**src/mmsc_map.vh**
```
// Register offsets, field positions, reset values and timing counts of the monitor mux control
`ifndef MMSC_MAP_VH
`define MMSC_MAP_VH

// Byte offsets on the register bus
`define MMSC_OFS_MONITOR_CONFIG   8'h00
`define MMSC_OFS_CHARGE_CURRENT   8'h04
`define MMSC_OFS_CHARGER_STATUS   8'h08
`define MMSC_OFS_MONITOR_STATUS   8'h0C

// monitor_config_reg fields
`define MMSC_SEL_LSB              0
`define MMSC_SEL_MSB              3
`define MMSC_DFS_LSB              4
`define MMSC_DFS_MSB              7

// charge_current_config_reg field
`define MMSC_FCC_LSB              0
`define MMSC_FCC_MSB              5

// charger_status_reg fields
`define MMSC_CST_INDET_LSB        0
`define MMSC_CST_INDET_MSB        1
`define MMSC_CST_DTLS_LSB         2
`define MMSC_CST_DTLS_MSB         5
`define MMSC_CST_CHG_BIT          6

// monitor status bits
`define MMSC_MST_BUF_BIT          0
`define MMSC_MST_BIAS_BIT         1
`define MMSC_MST_SETTLED_BIT      2
`define MMSC_MST_UNMAPPED_BIT     3
`define MMSC_MST_NULLED_BIT       4

// Reset values
`define MMSC_SEL_RST              4'h0
`define MMSC_DFS_RST              4'h0
`define MMSC_FCC_RST              6'h00

// Channel codes
`define MMSC_CH_OFF               4'h0
`define MMSC_CH_CHARGER_INPUT_V           4'h1
`define MMSC_CH_CHARGER_INPUT_I           4'h2
`define MMSC_CH_BATTERY_PIN_V            4'h3
`define MMSC_CH_BATTERY_PIN_CHG_I        4'h4
`define MMSC_CH_BATTERY_PIN_DIS_I        4'h5
`define MMSC_CH_BATTERY_PIN_DIS_NULL     4'h6
`define MMSC_CH_THM               4'h7
`define MMSC_CH_THERMISTOR_BIAS             4'h8
`define MMSC_CH_ANALOG_GROUND              4'h9
`define MMSC_CH_SYS               4'hA

// Channel switching time, 0.3 us in 40 ns clocks rounded up
`define MMSC_SETTLE_CYCLES        4'h8

`endif

```
**src/mmsc_monitor_mux.v**
```verilog
// Monitor multiplexer select control with Avalon-MM register slave
//
// Behaviour
// - 4-bit channel select drives analog mux
// - Codes 1..A map to fixed channels
// - Buffer powered only while select nonzero
// - Select zero leaves monitor pin high-impedance
// - 4-bit discharge full scale, 300mA default
// - Battery current channels selectable in any state
// - Thermistor channels enable thermistor bias
`timescale 1ns/10ps
module mmsc_monitor_mux (
    input  wire        clock_i,
    input  wire        rst_b_i,
    // Avalon-MM slave
    input  wire [7:0]  address_i,
    input  wire        read_i,
    input  wire        write_i,
    input  wire [3:0]  byteenable_i,
    input  wire [31:0] writedata_i,
    output reg  [31:0] readdata_o,
    output reg         waitrequest_o,
    // Charger status from the charger
    input  wire        charging_flag_i,
    input  wire [3:0]  charge_state_detail_i,
    input  wire [1:0]  input_supply_detail_i,
    // Analog control
    output reg  [3:0]  channel_select_o,
    output reg         buffer_enable_o,
    output reg         monitor_output_pin_oe_b_o,
    output reg         thermistor_bias_en_o,
    output reg  [3:0]  discharge_full_scale_o,
    output reg  [5:0]  fast_charge_current_setting_o
);
`include "mmsc_map.vh"

    // Nonzero codes that name a documented channel
    function mapped_channel;
        input [3:0] sel;
        begin
            case (sel)
                `MMSC_CH_CHARGER_INPUT_V,
                `MMSC_CH_CHARGER_INPUT_I,
                `MMSC_CH_BATTERY_PIN_V,
                `MMSC_CH_BATTERY_PIN_CHG_I,
                `MMSC_CH_BATTERY_PIN_DIS_I,
                `MMSC_CH_BATTERY_PIN_DIS_NULL,
                `MMSC_CH_THM,
                `MMSC_CH_THERMISTOR_BIAS,
                `MMSC_CH_ANALOG_GROUND,
                `MMSC_CH_SYS: mapped_channel = 1'b1;
                default:      mapped_channel = 1'b0;
            endcase
        end
    endfunction

    // Thermistor node routed to the monitor pin
    function thermistor_route;
        input [3:0] sel;
        begin
            thermistor_route = (sel == `MMSC_CH_THM) || (sel == `MMSC_CH_THERMISTOR_BIAS);
        end
    endfunction

    // Bus handshake states
    localparam [0:0] ST_IDLE   = 1'b0;
    localparam [0:0] ST_ANSWER = 1'b1;

    reg         state_q;
    reg         state_d;
    reg [3:0]   sel_q;
    reg [3:0]   sel_d;
    reg [3:0]   dfs_q;
    reg [3:0]   dfs_d;
    reg [5:0]   fcc_q;
    reg [5:0]   fcc_d;
    reg [6:0]   chg_stat_q;
    reg         nulled_q;
    reg         nulled_d;
    reg [31:0]  rdata_d;
    reg         wait_d;
    wire        access;
    wire        commit;
    wire        cfg_wr;
    wire        fcc_wr;
    wire        sel_change;
    wire        settled;

    assign access = read_i | write_i;
    // Write takes effect on the edge where waitrequest is seen low
    assign commit = write_i & (state_q == ST_ANSWER);
    assign cfg_wr = commit & byteenable_i[0] & (address_i == `MMSC_OFS_MONITOR_CONFIG);
    assign fcc_wr = commit & byteenable_i[0] & (address_i == `MMSC_OFS_CHARGE_CURRENT);
    assign sel_change = cfg_wr & (writedata_i[`MMSC_SEL_MSB:`MMSC_SEL_LSB] != sel_q);

    // Two-cycle answer: wait one cycle, then answer for one cycle
    always @* begin
        state_d = ST_IDLE;
        wait_d  = 1'b1;
        case (state_q)
            ST_IDLE: begin
                if (access) begin
                    state_d = ST_ANSWER;
                    wait_d  = 1'b0;
                end
            end
            ST_ANSWER: begin
                state_d = ST_IDLE;
                wait_d  = 1'b1;
            end
            default: begin
                state_d = ST_IDLE;
                wait_d  = 1'b1;
            end
        endcase
    end

    // Read data, unmapped offsets read as zero
    always @* begin
        rdata_d = 32'h0000_0000;
        case (address_i)
            `MMSC_OFS_MONITOR_CONFIG: begin
                rdata_d[`MMSC_SEL_MSB:`MMSC_SEL_LSB] = sel_q;
                rdata_d[`MMSC_DFS_MSB:`MMSC_DFS_LSB] = dfs_q;
            end
            `MMSC_OFS_CHARGE_CURRENT: begin
                rdata_d[`MMSC_FCC_MSB:`MMSC_FCC_LSB] = fcc_q;
            end
            `MMSC_OFS_CHARGER_STATUS: begin
                rdata_d[6:0] = chg_stat_q;
            end
            `MMSC_OFS_MONITOR_STATUS: begin
                rdata_d[`MMSC_MST_BUF_BIT]      = buffer_enable_o;
                rdata_d[`MMSC_MST_BIAS_BIT]     = thermistor_bias_en_o;
                rdata_d[`MMSC_MST_SETTLED_BIT]  = settled;
                rdata_d[`MMSC_MST_UNMAPPED_BIT] = (sel_q != `MMSC_CH_OFF) & ~mapped_channel(sel_q);
                rdata_d[`MMSC_MST_NULLED_BIT]   = nulled_q;
            end
            default: begin
                rdata_d = 32'h0000_0000;
            end
        endcase
    end

    // Configuration next values
    always @* begin
        sel_d = sel_q;
        dfs_d = dfs_q;
        fcc_d = fcc_q;
        if (cfg_wr) begin
            sel_d = writedata_i[`MMSC_SEL_MSB:`MMSC_SEL_LSB];
            dfs_d = writedata_i[`MMSC_DFS_MSB:`MMSC_DFS_LSB];
        end
        if (fcc_wr) begin
            fcc_d = writedata_i[`MMSC_FCC_MSB:`MMSC_FCC_LSB];
        end
    end

    // Discharge reading is offset-cancelled when picked right after a null pick, and stays so while it is rewritten
    always @* begin
        nulled_d = nulled_q;
        if (cfg_wr) begin
            if (sel_d == `MMSC_CH_BATTERY_PIN_DIS_I) begin
                nulled_d = (sel_q == `MMSC_CH_BATTERY_PIN_DIS_NULL) | (nulled_q & (sel_q == `MMSC_CH_BATTERY_PIN_DIS_I));
            end else begin
                nulled_d = 1'b0;
            end
        end
    end

    // Bus handshake registers
    always @(posedge clock_i or negedge rst_b_i) begin
        if (!rst_b_i) begin
            state_q       <= ST_IDLE;
            waitrequest_o <= 1'b1;
            readdata_o    <= 32'h0000_0000;
        end else begin
            state_q       <= state_d;
            waitrequest_o <= wait_d;
            if (state_q == ST_IDLE && read_i) begin
                readdata_o <= rdata_d;
            end
        end
    end

    // Configuration and analog control registers
    always @(posedge clock_i or negedge rst_b_i) begin
        if (!rst_b_i) begin
            sel_q                         <= `MMSC_SEL_RST;
            dfs_q                         <= `MMSC_DFS_RST;
            fcc_q                         <= `MMSC_FCC_RST;
            nulled_q                      <= 1'b0;
            channel_select_o              <= `MMSC_SEL_RST;
            buffer_enable_o               <= 1'b0;
            monitor_output_pin_oe_b_o     <= 1'b1;
            thermistor_bias_en_o          <= 1'b0;
            discharge_full_scale_o        <= `MMSC_DFS_RST;
            fast_charge_current_setting_o <= `MMSC_FCC_RST;
        end else begin
            sel_q                         <= sel_d;
            dfs_q                         <= dfs_d;
            fcc_q                         <= fcc_d;
            nulled_q                      <= nulled_d;
            // Any code routed regardless of charger state
            channel_select_o              <= sel_d;
            buffer_enable_o               <= (sel_d != `MMSC_CH_OFF);
            monitor_output_pin_oe_b_o     <= (sel_d == `MMSC_CH_OFF);
            thermistor_bias_en_o          <= thermistor_route(sel_d);
            discharge_full_scale_o        <= dfs_d;
            fast_charge_current_setting_o <= fcc_d;
        end
    end

    // Charger status mirror for the direction decode in software
    always @(posedge clock_i or negedge rst_b_i) begin
        if (!rst_b_i) begin
            chg_stat_q <= 7'h00;
        end else begin
            chg_stat_q[`MMSC_CST_INDET_MSB:`MMSC_CST_INDET_LSB] <= input_supply_detail_i;
            chg_stat_q[`MMSC_CST_DTLS_MSB:`MMSC_CST_DTLS_LSB]   <= charge_state_detail_i;
            chg_stat_q[`MMSC_CST_CHG_BIT]                       <= charging_flag_i;
        end
    end

    // Switching time since last select change
    mmsc_settle_timer u_settle (
        .clock_i   (clock_i),
        .rst_b_i   (rst_b_i),
        .restart_i (sel_change),
        .settled_o (settled)
    );

endmodule

```
**src/mmsc_settle_timer.v**
```verilog
// Channel switching settle timer of the monitor mux control
`timescale 1ns/10ps
module mmsc_settle_timer (
    input  wire       clock_i,
    input  wire       rst_b_i,
    input  wire       restart_i,
    output reg        settled_o
);
`include "mmsc_map.vh"

    localparam [3:0] SETTLE_CNT = `MMSC_SETTLE_CYCLES;

    reg [3:0] count_q;

    // Restart on every select change, count up to the switching time
    always @(posedge clock_i or negedge rst_b_i) begin
        if (!rst_b_i) begin
            count_q   <= 4'h0;
            settled_o <= 1'b1;
        end else if (restart_i) begin
            count_q   <= 4'h0;
            settled_o <= 1'b0;
        end else if (!settled_o) begin
            if (count_q == SETTLE_CNT - 4'h1) begin
                settled_o <= 1'b1;
            end
            count_q <= count_q + 4'h1;
        end
    end

endmodule

```
**config.mk**
```make
export PLATFORM = sky130hd
export DESIGN_NAME = mmsc_monitor_mux
export DESIGN_NICKNAME = d
export VERILOG_FILES = /design/src/mmsc_monitor_mux.v /design/src/mmsc_settle_timer.v
export VERILOG_INCLUDE_DIRS = /design/src
export SDC_FILE = /design/constraint.sdc
export NUM_CORES = 1
export LEC_CHECK = 0
export BUFFER_PORTS_ARGS = -buffer_cell sky130_fd_sc_hd__buf_2
export CORE_ASPECT_RATIO = 0.5
export CORE_UTILIZATION = 45
export CTS_CLUSTER_SIZE = 40
export DETAILED_ROUTE_END_ITERATION = 8
export GPL_TIMING_DRIVEN = 0
export HOLD_SLACK_MARGIN = 0.12
export PLACE_DENSITY = 0.8
export SYNTH_ARGS = -nofsm -noshare
export SYNTH_HDL_FRONTEND = slang
export SYNTH_SLANG_ARGS = --single-unit
```
**constraint.sdc**
```tcl
create_clock -name clock_i -period 1.84 [get_ports clock_i]
set_input_delay 0.368 -clock clock_i [delete_from_list [all_inputs] [get_ports clock_i]]
set_output_delay 0.368 -clock clock_i [all_outputs]
set_load 0.005 [all_outputs]
```
==> Word level (Yosys, flattened, before mapping) <==
Memory sizes are Yosys's and may differ from the RTL's.
Index checks and enable logic that the tools add are counted.
{ "op_classes": {"add_sub_neg": 1, "multipliers": 0, "n_div": 0, "order_cmp": 0, "n_eq_ne": 11, "shift": 0, "mux": 16, "bitwise": 11, "n_reduce_logical": 6} }
{ "ops": {"columns": ["operator", "n"], "rows": [
  ["4-bit by 3-bit == test with 1-bit output, second input constant", 5],
  ["5-bit case mux with 4 select lines", 1],
  ["8-bit by 4-bit == test with 1-bit output, second input constant", 2],
  ["4-bit two-way mux", 3],
  ["8-bit by 3-bit == test with 1-bit output, second input constant", 1],
  ["8-bit logical NOT", 1],
  ["1-bit two-way mux", 8],
  ["4-bit nonzero test", 2],
  ["1-bit AND", 7],
  ["1-bit case mux with 2 select lines", 3],
  ["4-bit by 1-bit adder with 4-bit output, second input constant", 1],
  ["4-bit == test, second input constant", 1],
  ["4-bit logical NOT", 1],
  ["4-bit != test", 1],
  ["1-bit case mux with 3 select lines", 1],
  ["2-bit != test, second input constant", 1],
  ["1-bit NOT", 2],
  ["1-bit OR", 2],
  ["1-bit logical AND", 1],
  ["1-bit logical OR", 1]
]} }
{ "word_totals": {"reg_bits": 40, "latchBits": 0, "ram_bits": 0, "mem_bits_ro": 16, "in_bits": 55, "n_memories": 1} }
{ "mem_list": {"columns": ["memory", "words", "word_bits", "read_ports", "rd_clocked_by_memory_dff", "write_ports", "line", "source"], "rows": [
  ["(no name shown)", 16, 1, 1, 0, 0, "mmsc_monitor_mux.v:41", "case (sel)"]
]} }

==> Depth between registers and ports, before layout <==
Gate-level depths: netlist of the first run.
{ "logic_depth": {"word_depth": 6, "ltp_mapped": 6, "depth_no_buf": 4} }

==> Hierarchy <==
From an unflattened synthesis of the first run, not the netlist that was laid out.
{ "hier_totals": {"cells_unflattened": 162, "area_unflattened_um2": 2025.7} }
{ "by_module_without_submodules": {"columns": ["module", "n_inst", "cells_per_inst", "area_per_inst_um2", "seq_area_each_um2"], "rows": [
  ["mmsc_monitor_mux", 1, 143, 1806.7, 878.3],
  ["mmsc_settle_timer", 1, 19, 219.0, 126.4]
]} }

==> Worst setup path after synthesis of the first run <==
No wires, ideal clock.
{ "synth_timing": {"kind": "input -> register", "from": "input port address_i[7]", "to": "register nulled_q", "arrival_time_ns": 1.368, "required_ns": 1.718, "slack_ns": 0.350, "cell_stages": 6, "n_path_buf": 2, "cell_sequence": "nor4_4 and4b_1 buf_6 buf_8 a21boi_0 o21ai_1"} }
{ "synth_via": {"elab_chain_cells": 5} }
{ "synth_rtl": {"columns": ["element", "line", "source"], "rows": [
  ["start: declaration", "mmsc_monitor_mux.v:16", "input wire [7:0] address_i,"],
  ["8-bit logical NOT *", null, null],
  ["1-bit AND *", "mmsc_monitor_mux.v:92", "assign cfg_wr = commit & byteenable_i[0] & (address_i == `MMSC_OFS_MONITOR_CONFIG);"],
  ["4-bit two-way mux", "mmsc_monitor_mux.v:150", "if (cfg_wr) begin"],
  ["4-bit by 3-bit == test with 1-bit output (no source line)", null, null],
  ["1-bit two-way mux", "mmsc_monitor_mux.v:163", "if (sel_d == `MMSC_CH_BATTERY_PIN_DIS_I) begin"],
  ["end signal: assignment", "mmsc_monitor_mux.v:203", "nulled_q <= nulled_d;"],
  ["end: declaration", "mmsc_monitor_mux.v:78", "reg nulled_q;"]
]} }
Every way passes the cells marked *; elsewhere a longest branch is shown, timed or not.
A chain may end at the register's enable or synchronous reset.

==> Worst setup path in the final report of the first run <==
{ "layout_timing": {"from": "input port address_i[2]", "to": "register fcc_q[1]"} }
{ "layout_via": {"elab_chain_cells": 2} }
{ "layout_rtl": {"columns": ["element", "line", "source"], "rows": [
  ["8-bit by 3-bit == test with 1-bit output", null, null],
  ["1-bit AND", "mmsc_monitor_mux.v:93", "assign fcc_wr = commit & byteenable_i[0] & (address_i == `MMSC_OFS_CHARGE_CURRENT);"],
  ["end signal: assignment", "mmsc_monitor_mux.v:191", "fcc_q <= `MMSC_FCC_RST;"],
  ["end: declaration", "mmsc_monitor_mux.v:75", "reg [5:0] fcc_q;"]
]} }
No other way between the ends.

==> results_dict.tcl, run 1 <==
set metrics [dict create \
    drv_cap 0 \
    num_antenna_cells 0 \
    path_cells "buf_2 -> buf_1 -> nand4_1 -> mux2_2" \
    start_util_pct 48.8 \
    cts_tree "yes" \
    p_leak_uw 0.00133 \
    io_pins 105 \
    min_period_ns 1.55 \
    most-common-layout-cells "buf_2 (54), dfrtp_1 (37), buf_4 (24), conb_1 (24), mux2_2 (13)" \
    synth_ff_type "dfrtp_1" \
    synth_area_sq_um 1980 \
    antenna_found_initial 0 \
    regToRegStartpoint "sel_q[1]" \
    synth_top_family_by_area "multiplexers" \
    slowest_delay_ns 0.44 \
    multi_input_area_sq_um 818 \
    busiest_layer "met2" \
    grt_util_met3_pct 4.67 \
    cts_buffers 5 \
    syn_avg_cell_area_sq_um 12.2 \
    grt_overflow 0 \
    crit_buf_inv 2 \
    power_uw 1820 \
    dieArea_sq_um 4690 \
    setup_viol 0 \
    crit_start "address_i[2]" \
    ant_nets 0 \
    port_buffers 53 \
    synth_top_area_share_pct 46.7 \
    hold_class "primary input to asynchronous set/reset pin" \
    grt_max_degree 41 \
    grt_use_total_pct 19.2 \
    cts_sinks 40 \
    clockBufferDepth 2 \
    netlist_instances 163 \
    synthMuxAreaShare_pct 13.4 \
    vias 1445 \
    met1_usage_pct 24.5 \
    worstMarginPinSlew_ns 0.860 \
    clock_latency_ns 0.29 \
    power-per-cell-area_nw_per_um2 731 \
    fmax_ghz 0.645 \
    cp.required_ns 2.02 \
    fin_cells 301 \
    synth_cell_types 42 \
    firstDrtPassIters 4 \
    cts_hold_buffers 0 \
    synth_compound_area_share_pct 8.14 \
    nNetsFinal 302 \
    start_kind "primary input" \
    post_cts_resized 0 \
    skew_ns 0.00223 \
    fin_area_sq_um 2490 \
    ys_ff_latch 40 \
    fp.coreArea_sq_um 4060 \
    dpl_cell_area_sq_um 2400 \
    timing.hold.ws_ns 0.177 \
    cts_root_buf "clkbuf_8" \
    yosys.area.top_type "dfrtp_1" \
    drc 0 \
    dp.final_hpwl_mm 2.97 \
    area.sequential_sq_um 1000 \
    fill_cells 319 \
    drive_gt1_share_pct 45.3 \
    rsz0062_at_grt "no" \
    grt_pass1_wl_mm 6.71 \
    fp.dieW_microns 95.9 \
    die_h_microns 48.9 \
    async_flop_share_pct 100 \
    outcome "finished clean" \
    critPathMaxFanout 10 \
    synth_seq_area_share_pct 50.7 \
    drt_iter0_markers 71 \
    row_count 16 \
    gp_congestion 0.830 \
    met2_usage_pct 31.8 \
    path_class "primary input to register" \
    postLayoutCoreUtil_pct 61.4 \
    viasPerCell 4.80 \
    finalHoldViolCount 0 \
    yosys.area_share.simple_pct 11.4 \
    yosys_warnings 0 \
    synthAdderAreaFrac_pct 0.631 \
    clk_pin_slew_ns 0.07 \
    drt_wl_total_mm 4.00 \
    slowest_stage "nand4_1" \
    placed_cells 293 \
    wl_per_cell_microns 13.3 \
    mostFrequentLayoutCell "buf_2" \
    grt_pass1_vias 1420 \
    syn2layout_area_growth_pct 25.8 \
    synth-xor-area-share_pct 3.09 \
    synthTopCellsByArea "dfrtp_1 (47%), buf_4 (9.1%), mux2_2 (7.4%), mux4_2 (4.5%), dfstp_2 (4.0%)" \
    worstSetupEndpointType "register" \
    maxSlewHeadroom_pct 42.7 \
    synth_edf_count 0 \
    slew_violations 0 \
    post-route-period-util_pct 84.3 \
    critPathTopFamily "buffers and inverters" \
    peakVddDrop_uv 446 \
    cts_setup_buffers 0 \
    cp.arrival_ns 1.73 \
    cts-htree-levels 2 \
]
sequential cells by signal, summed over array words and instances (netlist names), 4 cells and up:
signal and count:
readdata_o 8, chg_stat_q 7, fcc_q 6, dfs_q 4, sel_q 4, u_settle.count_q 4
per-layer routing:
metal	vias to the layer above	routed length [microns]
met4	0	89
li1	693	-
met5	-	0
met1	692	1730
met2	51	1940
met3	9	246
final cells by class:
cell class / instances / share of cell area, %
Inverter: 5 / 0.753
Buffer: 31 / 9.08
Tap cell: 54 / 2.71
Clock buffer: 6 / 3.31
Sequential cell: 40 / 40.3
Timing Repair Buffer: 53 / 10.6
Multi-Input combinational cell: 110 / 32.8
Clock inverter: 2 / 0.401
worst reg2reg max path: stages (launching register included):
cell and delay, ns:
dfrtp_1 0.38, clkbuf_1 0.20, xor2_1 0.21, o41a_2 0.54, nor2_1 0.13
power breakdown:
| group | internal (uW) | total [uW] | switching, uW |
|---|---|---|---|
| logic | 129 | 257 | 128 |
| clock network | 299 | 594 | 295 |
| registers | 935 | 971 | 36.2 |
| total | 1360 | 1820 | 460 |
metrics by stage:
stage | worst slack [ns] | setup TNS [ns]
2_1_floorplan | 0.350 | 0
4_1_cts | 0.275 | 0
5_1_grt | 0.224 | 0
3_3_place_gp | 0.0201 | 0
6_report | 0.289 | 0
3_5_place_dp | -0.00104 | -0.00104
final timing paths:
path,slack (ns),end,cells after the start
hold / removal,0.18,sel_q[3],1
max in group asynchronous,1.12,fcc_q[5],1
setup / recovery,0.29,fcc_q[1],4
setup reg to reg,0.31,u_settle.count_q[0],4
hold reg to reg,0.50,readdata_o[7],2
min in group clock_i,0.18,chg_stat_q[5],1
logic make-up after synthesis:
kind of cell | after synthesis
xor gates and xnor gates | 7
buffers and inverters | 36
muxes | 20
and+or+nand+nor | 36
DFF | 40
adders and majority gates | 1
other | 1
AOI/OAI and AO/OA | 22
Yosys cell counts (2+ instances only):
library cell and number:
o21ai_0 4, buf_4 24, nor2b_1 3, a31oi_1 3
xnor2_1 2, o21ai_1 2, dfrtp_1 37, nand2_1 4
nor2_1 11, xor2_1 5, clkbuf_1 3, inv_1 5
o41ai_1 2, a22o_1 5, mux2i_1 3, nand4b_1 5
mux4_2 4, dfstp_2 3, mux2_2 13, and4b_1 2
nand3b_1 2
Power figures use the tool's default switching activity.
==> inputs of run 2 (changes only) <==
- ABC_AREA: unset -> 1
- CORE_UTILIZATION: 45 -> 41
- PLACE_DENSITY: 0.8 -> 0.76
- clock period: 1.84 -> 1.4 ns (I/O delays scaled with it)
==> run 2 against run 1 <==
- global-route usage fell by 0.47 points
- critical path type is now register to register
- largest power group unchanged
- combinational power rose by 44%
- clock power rose by 29%
==> results_dict.tcl, run 2 <==
set metrics [dict create \
    outcome "finished clean" \
    holdPathEnd "dfs_q[3]" \
    largest_registers "readdata_o: 8 flops, chg_stat_q: 7 flops, fcc_q: 6 flops" \
    firstDrtPassIters 5 \
    synth_cell_types 25 \
    cts_root_buf "clkbuf_8" \
    regMostFlops "readdata_o" \
    synth_seq_area_share_pct 47.9 \
    drt_wl_total_mm 4.96 \
    netlist_instances 246 \
    area.sequential_sq_um 1000 \
    yosys.area.top_type "dfrtp_1" \
    clock_latency_ns 0.30 \
    grt_use_total_pct 18.7 \
    peakVddDrop_uv 410 \
    cp.arrival_ns 1.60 \
    start_kind "register" \
    syn2layout_area_growth_pct 34.5 \
    dieArea_sq_um 5430 \
    clkPwrFrac_pct 31.5 \
    fmax_ghz 0.733 \
    nNetsFinal 397 \
    timing.hold.ws_ns 0.222 \
    antenna_found_initial 0 \
    worstMarginPinSlew_ns 0.863 \
    min_period_ns 1.36 \
    synth_ff_type "dfrtp_1" \
    pwr-share-seq_pct 53.3 \
    ys_ff_latch 40 \
    finalWorstSetupSlack_ns 0.0361 \
    row_count 17 \
    die_h_microns 52.6 \
    syn_avg_cell_area_sq_um 8.53 \
    yosysMostFrequentCell "nand2_1" \
    internal_power_uw 1770 \
    placed_cells 388 \
    fill_cells 419 \
    power-per-cell-area_nw_per_um2 862 \
    drc 0 \
    synth_common_cells "nand2_1 (65), dfrtp_1 (37), buf_4 (26), nand3_1 (26), inv_1 (21)" \
    reg2reg_depth 9 \
    start_util_pct 45.1 \
    p_switching_uw 669 \
    multi_input_area_sq_um 938 \
    gp_congestion 0.893 \
    combinationalPowerShare_pct 15.2 \
    path_cells "nand2_2 -> nor2_4 -> nand2_4 -> buf_12 -> nand2_4 -> nand2_2 -> nor2_2 -> nand2_1 -> nand2_1" \
    fp.dieW_microns 103 \
    setup_viol 0 \
    grt_overflow 0 \
    worstSetupEndpointType "register" \
    path_class "register to register" \
    wl_per_cell_microns 12.2 \
    fin_cells 408 \
    mostFrequentLayoutCell "nand2_1" \
    num_antenna_cells 0 \
    skew_ns 0.00666 \
    regToRegStartpoint "state_q" \
    drt_iter0_markers 94 \
    dp.final_hpwl_mm 3.49 \
    slew_violations 0 \
    p_leak_uw 0.00157 \
    finalHoldViolCount 0 \
    drive_gt1_share_pct 35.1 \
    synth_area_sq_um 2100 \
    synthTopCellsByArea "dfrtp_1 (44%), nand2_1 (12%), buf_4 (9.3%), nand3_1 (6.2%), dfstp_2 (3.8%)" \
    cts_buffers 5 \
    grt_max_degree 41 \
    io_pins 105 \
    cts_sinks 40 \
    post-route-period-util_pct 97.4 \
    postLayoutCoreUtil_pct 60.6 \
    port_buffers 53 \
    timing.reg2reg.setup_slack_ns 0.04 \
    rsz0062_at_grt "yes" \
    r2r-end "thermistor_bias_en_o" \
    ant_nets 0 \
    crit_buf_inv 1 \
    synth_top_area_share_pct 44.1 \
    hold_path_depth 2 \
    hold_class "primary input to register" \
    yosys_warnings 0 \
    critPathTopFamily "simple AND/OR/NAND/NOR gates" \
    drv_cap 0 \
    cts-htree-levels 2 \
    vias 1857 \
    viasPerCell 4.55 \
    clk_pin_slew_ns 0.08 \
    largest_register_ffs 8 \
    grt_pass1_wl_mm 7.47 \
    fp.coreArea_sq_um 4660 \
    crit_cells 9 \
    cp.required_ns 1.63 \
    dp_slack_ns -0.131 \
    async_flop_share_pct 100 \
    swShare_pct 27.5 \
    slowest_delay_ns 0.42 \
    grt_pass1_vias 1645 \
    most-common-layout-cells "nand2_1 (60), buf_2 (54), dfrtp_1 (37), buf_4 (27), nand3_1 (25)" \
    synth_edf_count 0 \
    maxSlewHeadroom_pct 42.5 \
    clockBufferDepth 2 \
    critPathMaxFanout 8 \
    slowest_stage "dfrtp_1" \
    cts_tree "yes" \
    hp-start "writedata_i[7]" \
]
==> run 2: final cells by class <==
class                      count  area share (%)
tap                           66            2.92
inverter                      21            2.79
sequential                    40            35.6
multi-input combinational    179            33.2
buffer                        29            8.33
clock inverter                 3           0.665
clock buffer                   5            2.44
timing repair buffer          65            14.0
==> run 2: how the worst max path moves through the flow <==
stage / endpoint / start / slack (ns)
final: thermistor_bias_en_o / state_q / 0.04
after global routing: thermistor_bias_en_o / state_q / -0.07
after CTS: fcc_q[4] / state_q / -0.008
after detailed placement: readdata_o[1] / address_i[7] / -0.13
after global placement: dfs_q[2] / address_i[5] / -0.11
after floorplan: dfs_q[2] / address_i[5] / 0.1
==> run 2: power by group through the flow <==
stage	Clock, uW	Combinational, uW	Sequential [uW]
detailed placement	0	339	1320
global placement	0	327	1320
CTS	773	362	1300
finish	766	371	1300
global route	834	427	1310
floorplan	0	214	1310
==> run 2: metrics by stage <==
stage	instance area, sq um	power [uW]	TNS (ns)
floorplan	2190	1530	0
global placement	2530	1640	-1.41
detailed placement	2530	1660	-1.92
CTS	2720	2430	-0.00787
global route	2820	2570	-0.390
finish	2820	2430	0
==> run 2: kinds of logic after synthesis <==
family	after synthesis	synth area share, %
and+or+nand+nor	128	27.9
buffers and inverters	50	14.1
DFF	40	47.9
AOI/OAI and AO/OA	17	5.01
xor gates and xnor gates	7	2.92
muxes	2	1.43
adders and majority gates	1	0.596
other	1	0.179
==> run 2: timing repair <==
action	in CTS	in global routing
hold buffers	8	0
endpoints found under the setup margin	4	8
gates cloned	0	3
endpoints found under the hold margin	13	0
pin swaps	0	4
setup buffers	0	1
gates resized for setup	3	24
==> run 2: routing by layer <==
metal / wire length [microns] / up-vias / track usage (%)
met3: 357 / 9 / 5.33
met5: 0 / - / 0
met2: 2380 / 86 / 31.6
met1: 2150 / 835 / 23.9
met4: 74 / 0 / 4.93
li1: - / 927 / -
